[src/include/isac_pkg.sv]
// Constants and types of the two-wire serial controller.
// Assumes a single 10 MHz clock and an 8-bit register port.
package isac_pkg;
  localparam int         AW         = 8;
  localparam int         CLK_NS     = 100;
  localparam int         BASE_HALF  = 8;
  // Register offsets in I/O space, data space adds OFS_DSPACE
  localparam logic [7:0] OFS_DIV    = 8'h00;
  localparam logic [7:0] OFS_STAT   = 8'h01;
  localparam logic [7:0] OFS_OWN    = 8'h02;
  localparam logic [7:0] OFS_DATA   = 8'h03;
  localparam logic [7:0] OFS_CTL    = 8'h36;
  localparam logic [7:0] OFS_DSPACE = 8'h20;
  // Reset values
  localparam logic [7:0] RST_DIV    = 8'h00;
  localparam logic [7:0] RST_OWN    = 8'h7F;
  localparam logic [7:0] RST_DATA   = 8'hFF;
  // serial_control bit positions
  localparam int         CB_FLAG    = 7;
  localparam int         CB_ACK     = 6;
  localparam int         CB_STA     = 5;
  localparam int         CB_STO     = 4;
  localparam int         CB_WCOL    = 3;
  localparam int         CB_EN      = 2;
  localparam int         CB_IE      = 0;
  // Status codes, prescaler bits zero
  localparam logic [7:0] CODE_NONE  = 8'hF8;
  localparam logic [7:0] CODE_BERR  = 8'h00;
  localparam logic [7:0] CODE_STRT  = 8'h08;
  localparam logic [7:0] CODE_RSTRT = 8'h10;
  localparam logic [7:0] CODE_AWA   = 8'h18;
  localparam logic [7:0] CODE_AWN   = 8'h20;
  localparam logic [7:0] CODE_DTA   = 8'h28;
  localparam logic [7:0] CODE_DTN   = 8'h30;
  localparam logic [7:0] CODE_ARB   = 8'h38;
  localparam logic [7:0] CODE_ARA   = 8'h40;
  localparam logic [7:0] CODE_ARN   = 8'h48;
  localparam logic [7:0] CODE_DRA   = 8'h50;
  localparam logic [7:0] CODE_DRN   = 8'h58;
  localparam logic [7:0] CODE_SW    = 8'h60;
  localparam logic [7:0] CODE_SWL   = 8'h68;
  localparam logic [7:0] CODE_SDA   = 8'h80;
  localparam logic [7:0] CODE_SDN   = 8'h88;
  localparam logic [7:0] CODE_SRD   = 8'hA8;
  localparam logic [7:0] CODE_SRDL  = 8'hB0;
  localparam logic [7:0] CODE_STA   = 8'hB8;
  localparam logic [7:0] CODE_STN   = 8'hC0;

  typedef enum logic [2:0] {
    PH_IDLE, PH_START, PH_LOW, PH_HIGH, PH_STOP, PH_RS, PH_SLV, PH_HOLD
  } isac_ph_t;

  typedef struct packed {
    isac_ph_t    ph;
    logic [2:0]  scs;
    logic [2:0]  sds;
    logic        scl;
    logic        sda;
    logic        busy;
    logic [7:0]  div;
    logic [7:0]  own;
    logic [7:0]  sh;
    logic [7:0]  rd;
    logic [7:0]  stat;
    logic [1:0]  ps;
    logic        flag;
    logic        ack;
    logic        sta;
    logic        sto;
    logic        wcol;
    logic        en;
    logic        ie;
    logic        mst;
    logic        slv;
    logic        addr;
    logic        rw;
    logic        nack;
    logic        lost;
    logic [3:0]  bitn;
    logic [15:0] cnt;
    logic        sdrv;
    logic        cdrv;
    logic        irq;
    logic        zero;
  } isac_q_t;
endpackage

[src/rtl/isac_ctrl.sv]
// Two-wire serial controller: registers, master/slave engine, arbitration.
// Assumes open-drain pins resolved outside; one clock, synchronous reset.
`timescale 1ns/1ps
`default_nettype none

// Behaviour
// - Status code bits 7:3 read 0xF8 while the transfer-done flag is clear.
// - Illegal START or STOP inside a frame reports status 0x00.
// - A bus error sets the transfer-done flag.
// - Recovery enters not-addressed slave and clears stop request only.
// - Recovery releases both lines and sends no STOP.
// - After a repeated START the device stays bus master.
// - Identical bits from several masters cause no contention.
// - Sending one while the line reads zero loses arbitration.
// - After data loss: not-addressed slave or restart, as software selects.
// - After address loss: check own address, else act as data loss.
// - Eight-bit divider, reset zero, sets the master SCL rate.
// - Control bits: flag, ack, start, stop, collision, enable, -, irq.
// - Writing data while a byte shifts sets the collision flag.
// - SCL is held low while software prepares the next byte.
// - Registers answer at their offset and at offset plus 0x20.
// - Status register gives code in bits 7:3 with prescaler bits.
// - Two-bit prescaler selects 1, 4, 16 or 64.
module isac_ctrl (
  input  wire logic                   ref_clk_i,
  input  wire logic                   sys_rst_i,
  input  wire logic [isac_pkg::AW-1:0] reg_addr_i,
  input  wire logic                   reg_wr_i,
  input  wire logic [7:0]             reg_wdata_i,
  output logic      [7:0]             reg_rdata_o,
  input  wire logic                   scl_i,
  output logic                        scl_o,
  output logic                        scl_oe_o,
  input  wire logic                   sda_i,
  output logic                        sda_o,
  output logic                        sda_oe_o,
  output logic                        irq_o
);
  import isac_pkg::*;

  // ****************************************
  // Helpers
  // ****************************************
  function automatic logic hit(input logic [7:0] a, input logic [7:0] o);
    hit = (a == o) || (a == o + OFS_DSPACE);
  endfunction

  function automatic logic [15:0] half_f(input logic [7:0] d, input logic [1:0] p);
    half_f = 16'(BASE_HALF) + (16'(d) << {p, 1'b0});
  endfunction

  isac_q_t     q;
  isac_q_t     n;
  logic        scl_nx;
  logic        sda_nx;
  logic        start_d;
  logic        stop_d;
  logic        bus_err;
  logic        mtx;
  logic        lose;
  logic [15:0] half;

  // Filtered level moves once the last two stages agree
  assign scl_nx  = (q.scs[1] == q.scs[2]) ? q.scs[2] : q.scl;
  assign sda_nx  = (q.sds[1] == q.sds[2]) ? q.sds[2] : q.sda;
  assign start_d = q.scl && scl_nx && q.sda && !sda_nx;
  assign stop_d  = q.scl && scl_nx && !q.sda && sda_nx;
  assign bus_err = (start_d || stop_d) && (q.bitn != 4'h0) &&
                   (q.ph == PH_LOW || q.ph == PH_HIGH || q.ph == PH_SLV);
  assign mtx     = q.addr || !q.rw;
  assign lose    = mtx && !q.sdrv && !q.sda && (q.bitn < 4'h8);
  assign half    = half_f(q.div, q.ps);

  // ****************************************
  // Next state
  // ****************************************
  always_comb begin
    n      = q;
    n.scs  = {q.scs[1:0], scl_i};
    n.sds  = {q.sds[1:0], sda_i};
    n.scl  = scl_nx;
    n.sda  = sda_nx;
    if (start_d) begin
      n.busy = 1'b1;
    end else if (stop_d) begin
      n.busy = 1'b0;
    end
    if (q.cnt != 16'h0000) begin
      n.cnt = q.cnt - 16'h0001;
    end

    if (reg_wr_i) begin
      if (hit(reg_addr_i, OFS_DIV)) begin
        n.div = reg_wdata_i;
      end else if (hit(reg_addr_i, OFS_STAT)) begin
        n.ps = reg_wdata_i[1:0];
      end else if (hit(reg_addr_i, OFS_OWN)) begin
        n.own = reg_wdata_i;
      end else if (hit(reg_addr_i, OFS_DATA)) begin
        if (q.flag) begin
          n.sh   = reg_wdata_i;
          n.wcol = 1'b0;
        end else begin
          n.wcol = 1'b1;
        end
      end else if (hit(reg_addr_i, OFS_CTL)) begin
        n.ack = reg_wdata_i[CB_ACK];
        n.sta = reg_wdata_i[CB_STA];
        n.sto = reg_wdata_i[CB_STO];
        n.en  = reg_wdata_i[CB_EN];
        n.ie  = reg_wdata_i[CB_IE];
        if (reg_wdata_i[CB_FLAG]) begin
          n.flag = 1'b0;
        end
      end
    end

    if (hit(reg_addr_i, OFS_DIV)) begin
      n.rd = q.div;
    end else if (hit(reg_addr_i, OFS_STAT)) begin
      n.rd = {(q.flag ? q.stat[7:3] : CODE_NONE[7:3]), 1'b0, q.ps};
    end else if (hit(reg_addr_i, OFS_OWN)) begin
      n.rd = q.own;
    end else if (hit(reg_addr_i, OFS_DATA)) begin
      n.rd = q.sh;
    end else if (hit(reg_addr_i, OFS_CTL)) begin
      n.rd = {q.flag, q.ack, q.sta, q.sto, q.wcol, q.en, 1'b0, q.ie};
    end else begin
      n.rd = 8'h00;
    end

    // Engine runs after the register write so a hardware set wins
    if (!q.en) begin
      n.ph   = PH_IDLE;
      n.mst  = 1'b0;
      n.slv  = 1'b0;
      n.sdrv = 1'b0;
      n.cdrv = 1'b0;
    end else if (bus_err) begin
      n.stat = CODE_BERR;
      n.flag = 1'b1;
      n.ph   = PH_HOLD;
      n.mst  = 1'b0;
      n.slv  = 1'b0;
      n.sdrv = 1'b0;
      n.cdrv = 1'b0;
    end else begin
      case (q.ph)
        PH_IDLE: begin
          n.sdrv = 1'b0;
          n.cdrv = 1'b0;
          if (start_d) begin
            n.ph   = PH_SLV;
            n.bitn = 4'h0;
            n.addr = 1'b1;
            n.lost = 1'b0;
          end else if (q.sta && !q.busy && !q.flag) begin
            n.ph   = PH_START;
            n.sdrv = 1'b1;
            n.cnt  = half;
          end
        end
        PH_START: begin
          if (q.cnt == 16'h0000) begin
            n.cdrv = 1'b1;
            n.stat = q.mst ? CODE_RSTRT : CODE_STRT;
            n.mst  = 1'b1;
            n.addr = 1'b1;
            n.lost = 1'b0;
            n.flag = 1'b1;
            n.ph   = PH_HOLD;
          end
        end
        PH_HOLD: begin
          if (!q.scl) begin
            n.sdrv = 1'b0;
          end
          if (!q.flag) begin
            if (q.sto) begin
              n.sto = 1'b0;
              if (q.mst) begin
                n.ph   = PH_STOP;
                n.sdrv = 1'b1;
                n.cnt  = half;
              end else begin
                n.ph   = PH_IDLE;
                n.slv  = 1'b0;
                n.sdrv = 1'b0;
                n.cdrv = 1'b0;
              end
            end else if (q.sta && q.mst) begin
              n.ph   = PH_RS;
              n.sdrv = 1'b0;
              n.cnt  = half;
            end else if (q.mst) begin
              n.ph   = PH_LOW;
              n.bitn = 4'h0;
              n.cnt  = half;
            end else if (q.slv && !(q.rw && q.nack)) begin
              n.ph   = PH_SLV;
              n.bitn = 4'h0;
              n.cdrv = 1'b0;
              n.sdrv = q.rw && !q.sh[7];
            end else begin
              n.ph   = PH_IDLE;
              n.slv  = 1'b0;
              n.sdrv = 1'b0;
              n.cdrv = 1'b0;
            end
          end
        end
        PH_LOW: begin
          n.cdrv = 1'b1;
          if (!q.scl) begin
            n.sdrv = (q.bitn < 4'h8) ? (mtx && !q.sh[7]) : (!mtx && q.ack);
          end
          if (q.cnt == 16'h0000) begin
            n.cdrv = 1'b0;
            n.ph   = PH_HIGH;
            n.cnt  = half;
          end
        end
        PH_HIGH: begin
          if (!q.scl) begin
            n.cnt = half;
          end else if (q.cnt == 16'h0000) begin
            n.bitn = q.bitn + 4'h1;
            n.ph   = PH_LOW;
            n.cnt  = half;
            n.cdrv = 1'b1;
            if (q.bitn < 4'h8) begin
              n.sh = {q.sh[6:0], q.sda};
            end else begin
              n.nack = q.sda;
            end
            if (lose) begin
              n.mst  = 1'b0;
              n.sdrv = 1'b0;
              n.cdrv = 1'b0;
              n.lost = 1'b1;
              if (q.addr) begin
                n.ph = PH_SLV;
              end else begin
                n.ph   = PH_HOLD;
                n.stat = CODE_ARB;
                n.flag = 1'b1;
              end
            end else if (q.bitn == 4'h8) begin
              n.bitn = 4'h0;
              n.ph   = PH_HOLD;
              n.flag = 1'b1;
              n.addr = 1'b0;
              if (q.addr) begin
                n.rw   = q.sh[0];
                n.stat = q.sh[0] ? (q.sda ? CODE_ARN : CODE_ARA)
                                 : (q.sda ? CODE_AWN : CODE_AWA);
              end else if (mtx) begin
                n.stat = q.sda ? CODE_DTN : CODE_DTA;
              end else begin
                n.stat = q.ack ? CODE_DRA : CODE_DRN;
              end
            end
          end
        end
        PH_STOP, PH_RS: begin
          if (q.cdrv) begin
            if (q.cnt == 16'h0000) begin
              n.cdrv = 1'b0;
              n.cnt  = half;
            end
          end else if (!q.scl) begin
            n.cnt = half;
          end else if (q.cnt == 16'h0000) begin
            n.cnt = half;
            if (q.ph == PH_RS) begin
              n.ph   = PH_START;
              n.sdrv = 1'b1;
            end else begin
              n.ph   = PH_IDLE;
              n.sdrv = 1'b0;
              n.mst  = 1'b0;
            end
          end
        end
        PH_SLV: begin
          if (stop_d) begin
            n.ph  = PH_IDLE;
            n.slv = 1'b0;
          end else if (start_d) begin
            n.bitn = 4'h0;
            n.addr = 1'b1;
          end else if (scl_nx && !q.scl) begin
            if (q.bitn < 4'h8) begin
              n.sh = {q.sh[6:0], q.sda};
            end else begin
              n.nack = q.sda;
            end
            n.bitn = q.bitn + 4'h1;
          end else if (!scl_nx && q.scl) begin
            if (q.bitn == 4'h8) begin
              if (q.addr) begin
                if (q.sh[7:1] == q.own[7:1] && q.ack) begin
                  n.slv  = 1'b1;
                  n.rw   = q.sh[0];
                  n.sdrv = 1'b1;
                end else if (q.lost) begin
                  n.ph   = PH_HOLD;
                  n.stat = CODE_ARB;
                  n.flag = 1'b1;
                end else begin
                  n.ph = PH_IDLE;
                end
              end else begin
                n.sdrv = !q.rw && q.ack;
              end
            end else if (q.bitn == 4'h9) begin
              n.bitn = 4'h0;
              n.ph   = PH_HOLD;
              n.cdrv = 1'b1;
              n.flag = 1'b1;
              n.addr = 1'b0;
              if (q.addr) begin
                n.stat = q.rw ? (q.lost ? CODE_SRDL : CODE_SRD)
                              : (q.lost ? CODE_SWL : CODE_SW);
              end else if (q.rw) begin
                n.stat = q.nack ? CODE_STN : CODE_STA;
              end else begin
                n.stat = q.sdrv ? CODE_SDA : CODE_SDN;
              end
            end else if (q.rw && !q.addr) begin
              n.sdrv = !q.sh[7];
            end
          end
        end
        default: begin
          n.ph = PH_IDLE;
        end
      endcase
    end
    n.irq = n.flag && n.ie;
  end

  always_ff @(posedge ref_clk_i) begin
    if (sys_rst_i) begin
      q      <= '0;
      q.div  <= RST_DIV;
      q.own  <= RST_OWN;
      q.sh   <= RST_DATA;
      q.stat <= CODE_NONE;
      q.scs  <= 3'h7;
      q.sds  <= 3'h7;
      q.scl  <= 1'b1;
      q.sda  <= 1'b1;
    end else begin
      q <= n;
    end
  end

  assign reg_rdata_o = q.rd;
  assign scl_o       = q.zero;
  assign scl_oe_o    = q.cdrv;
  assign sda_o       = q.zero;
  assign sda_oe_o    = q.sdrv;
  assign irq_o       = q.irq;
endmodule // isac_ctrl

`default_nettype wire

[config.mk]
export PLATFORM = sky130hd
export DESIGN_NAME = isac_ctrl
export DESIGN_NICKNAME = d
export VERILOG_FILES = /design/src/include/isac_pkg.sv /design/src/rtl/isac_ctrl.sv
export SDC_FILE = /design/constraint.sdc
export NUM_CORES = 1
export LEC_CHECK = 0
export ABC_AREA = 1
export BUFFER_PORTS_ARGS = -buffer_cell sky130_fd_sc_hd__buf_2
export CELL_PAD_IN_SITES_DETAIL_PLACEMENT = 1
export CELL_PAD_IN_SITES_GLOBAL_PLACEMENT = 1
export CORE_ASPECT_RATIO = 0.6
export CORE_MARGIN = 2
export CORE_UTILIZATION = 44
export CTS_CLUSTER_DIAMETER = 60
export CTS_CLUSTER_SIZE = 40
export DETAILED_ROUTE_END_ITERATION = 8
export PLACE_DENSITY = 0.79
export SLEW_MARGIN = 20
export SYNTH_ARGS = -nofsm -noshare
export SYNTH_HDL_FRONTEND = slang
export SYNTH_SLANG_ARGS = --single-unit
[constraint.sdc]
create_clock -name ref_clk_i -period 2.52 [get_ports ref_clk_i]
set_input_delay 0.378 -clock ref_clk_i [delete_from_list [all_inputs] [get_ports ref_clk_i]]
set_output_delay 0.378 -clock ref_clk_i [all_outputs]
set_load 0.02 [all_outputs]
==> flow_summary_export.csv <==
group,metric,value,unit
status,outcome,"finished, final reports clean",
clocking,post_cts_buffers,0,
synth,syn_area,6410,sq um
synth,synth-edff-count,0,
critical_path,worstSetupEndpointType,"register",
detailed_routing,finalWirelength,24300,microns
timing,setup-tns-final,0,ns
timing,hold_viol,0,
cells_and_area,multi_input_area,3990,sq um
worst_hold_path,hp-class,"primary input to register",
synth,ys_types,52,
global_route,antenna_found_initial,0,
synth,synth_area_leader_cell,"dfxtp_1",
global_route,grt_pass1_wl,39000,microns
cells_and_area,fillers,2008,
synth,synthTopCellsByCount,"267 x nand2_1, 111 x inv_1, 100 x nor2_1",
power,cellPowerDensity,581,nW/um^2
worst_hold_path,worstHoldStart,"sda_i",
timing,tightest_slew,0.549,ns
critical_path,rr_worst_depth,13,
synth,syn-mean-instance-area,6.18,sq um
synth,synthArstFlopShare,0,%
timing,slew_headroom,63.0,%
clocking,cts_buffers,9,
worst_hold_path,hold_depth,2,
place,pre_cts_slack,0.192,ns
synth,ys_top_cells_by_area,"dfxtp_1 27%, nand2_1 16%, o21ai_0 6.9%",
place,place_congestion,0.967,
global_route,overflow,0,
critical_path,cp-start-kind,"register",
cells_and_area,nNetsFinal,1112,
worst_hold_path,min_to,"n[83]$_SDFF_PP1_",
cells_and_area,syn2layout_area_growth,12.3,%
synth,muxShareOfSynthArea,0,%
timing,min_period,2.29,ns
cells_and_area,n_antenna_cell,0,
power,power.leakage,0.00341,uW
floorplanning,start_util,44.6,%
critical_path,rr_startpoint,"q[4]$_SDFF_PP0_",
synth,synth-seq-cells,87,
power,power.total,4180,uW
timing,final_max_slew_viol_count,0,
detailed_routing,first_pass_iters,5,
synth,synth_compound_area_share,19.1,%
detailed_routing,route.detailed.drc,0,
critical_path,cp.arrival,2.52,ns
clocking,clock_tree.root_cell,"clkbuf_16",
synth,yosys.cell_count.top_type,"nand2_1",
clocking,path_clk_slew,0.07,ns
timing,fin_crit_sh,90.8,%
critical_path,required,2.76,ns
synth,synth-seq-area-share,27.2,%
power,worst_ir_drop_vdd,281,uV
critical_path,reg2reg_slack,0.23,ns
detailed_routing,vias,7205,
clocking,clock_sinks,87,
cells_and_area,drive_above_1_share,13.4,%
floorplanning,dieArea,15600,sq um
timing,setup_slack,0.233,ns
detailed_routing,drtAntennaViolNets,0,
floorplanning,die_height,97.5,microns
flow_run,cap_violations,0,
floorplanning,io-pin-count,34,
synth,synth-simple-area-share,38.0,%
detailed_routing,routedWlPerCell,18.9,microns
detailed_routing,drt_iter0_markers,719,
global_route,grt_max_degree,41,
clocking,cts_tree,"done",
critical_path,path_class,"register to register",
synth,syn_inst,1037,
clocking,holdBufCountCts,0,
floorplanning,coreArea,14400,sq um
clocking,clk_path_buf_depth,2,
global_route,grt_pass1_vias,7044,
clocking,insertion_delay,0.36,ns
timing,setup_viol,0,
clocking,cts_resized,0,
synth,synth_top_cell_area_share,27.2,%
timing,fmax,437,MHz
place,port_buffers,31,
critical_path,path_max_fanout,7,
synth,synthAdderAreaFrac,2.15,%
synth,synth_top_family_by_area,"simple AND/OR/NAND/NOR gates",
synth,yosysWarnings,0,
timing,skew,0.00813,ns
place,post-dp-hpwl,19500,microns
critical_path,timing.rr.end,"q[44]$_SDFFE_PP1P_",
floorplanning,row_count,34,
floorplanning,die_w,160,microns
synth,ys.flop_type,"dfxtp_1",
global_route,grtUsageTotal,31.8,%
synth,synthXorXnorAreaFrac,2.73,%
clocking,ctsHtreeMaxLevel,3,
detailed_routing,via_per_inst,5.62,
timing,rsz0062_at_grt,"no",
cells_and_area,register_area,1740,sq um
logic make-up after synthesis:
logic type	count (synthesis)
simple gates	534
compound gates	218
buf+inv	166
flops	87
xor+xnor	20
fa+ha+maj	11
other cells	1
sequential cells by signal (all words and copies together), names as in the netlist:
register / flops
n: 4
sda_oe_o: 1
scl_oe_o: 1
reg_rdata_o: 8
irq_o: 1
q: 72
worst max-delay path: stages (launching register included):
cell	delay [ns]
dfxtp_1	0.30
inv_1	0.13
ha_1	0.23
nand2_1	0.14
nor2_1	0.21
nand2_2	0.20
nor2_4	0.18
nand2_1	0.16
nor2_1	0.12
nor2_1	0.06
nand2_2	0.12
nand2_2	0.13
nand2_1	0.11
nand3_1	0.08
where the power goes:
part | internal, uW | switching, uW | total (uW)
Clock | 701 | 679 | 1380
Sequential | 1460 | 78.3 | 1530
Combinational | 450 | 816 | 1270
worst max-delay path by stage:
stage	start	to	cells past startpoint
global placement	q[4]$_SDFF_PP0_	q[56]$_SDFF_PP1_	11
finish	q[4]$_SDFF_PP0_	q[44]$_SDFFE_PP1P_	13
CTS	q[4]$_SDFF_PP0_	q[44]$_SDFFE_PP1P_	13
floorplan	q[81]$_SDFF_PP1_	q[12]$_SDFF_PP0_	13
detailed placement	q[4]$_SDFF_PP0_	q[44]$_SDFFE_PP1P_	13
global route	q[37]$_SDFFE_PP0P_	q[11]$_SDFF_PP0_	14
cells in the final DEF (no fill, tap or decap), types with 3 or more instances in the layout:
cell       instances
nand2_1          265
inv_1            111
nor2_1           100
o21ai_0           88
dfxtp_1           87
a21oi_1           76
nand3_1           76
buf_4             33
buf_2             31
nor3_1            17
o211ai_1          15
inv_2             14
nand4_1           13
nand2_2           11
nand3b_1          11
ha_1              11
xnor2_1           10
xor2_1            10
clkbuf_16          9
nor2_4             8
or2_2              7
a31oi_1            6
o22ai_1            6
nor2_2             5
nor4_1             5
clkinv_1           4
nand3_2            4
o21ai_1            4
a211oi_1           4
o31ai_1            3
inv_4              3
a21oi_2            3
layout make-up:
| cell class | count | share of cell area, % |
|---|---|---|
| repair buffers | 65 | 5.88 |
| flip-flops and latches | 87 | 24.2 |
| clock inverters | 7 | 1.01 |
| multi-input cells | 785 | 55.4 |
| inverters | 132 | 6.99 |
| clock buffers | 9 | 3.13 |
| well taps | 198 | 3.44 |
stage by stage:
step / cell area, sq um / instances / hold WS, ns / util (%)
global route: 7200 / 1283 / 0.204 / 50.1
finish: 7200 / 1283 / 0.201 / 50.1
global placement: 6900 / 1267 / 0.406 / 48.0
CTS: 7190 / 1283 / 0.199 / 50.0
detailed placement: 6900 / 1267 / 0.402 / 48.0
floorplan: 6410 / 1038 / 0.389 / -
layer usage:
| layer | global-route usage (%) | vias to the layer above | part of all wire, % |
|---|---|---|---|
| li1 | - | 3496 | - |
| met1 | 47.3 | 3391 | 49 |
| met2 | 45.0 | 287 | 39 |
| met3 | 9.65 | 31 | 11 |
| met4 | 5.89 | 0 | 1.1 |
| met5 | 0 | - | 0 |
Power figures use the tool's default switching activity.
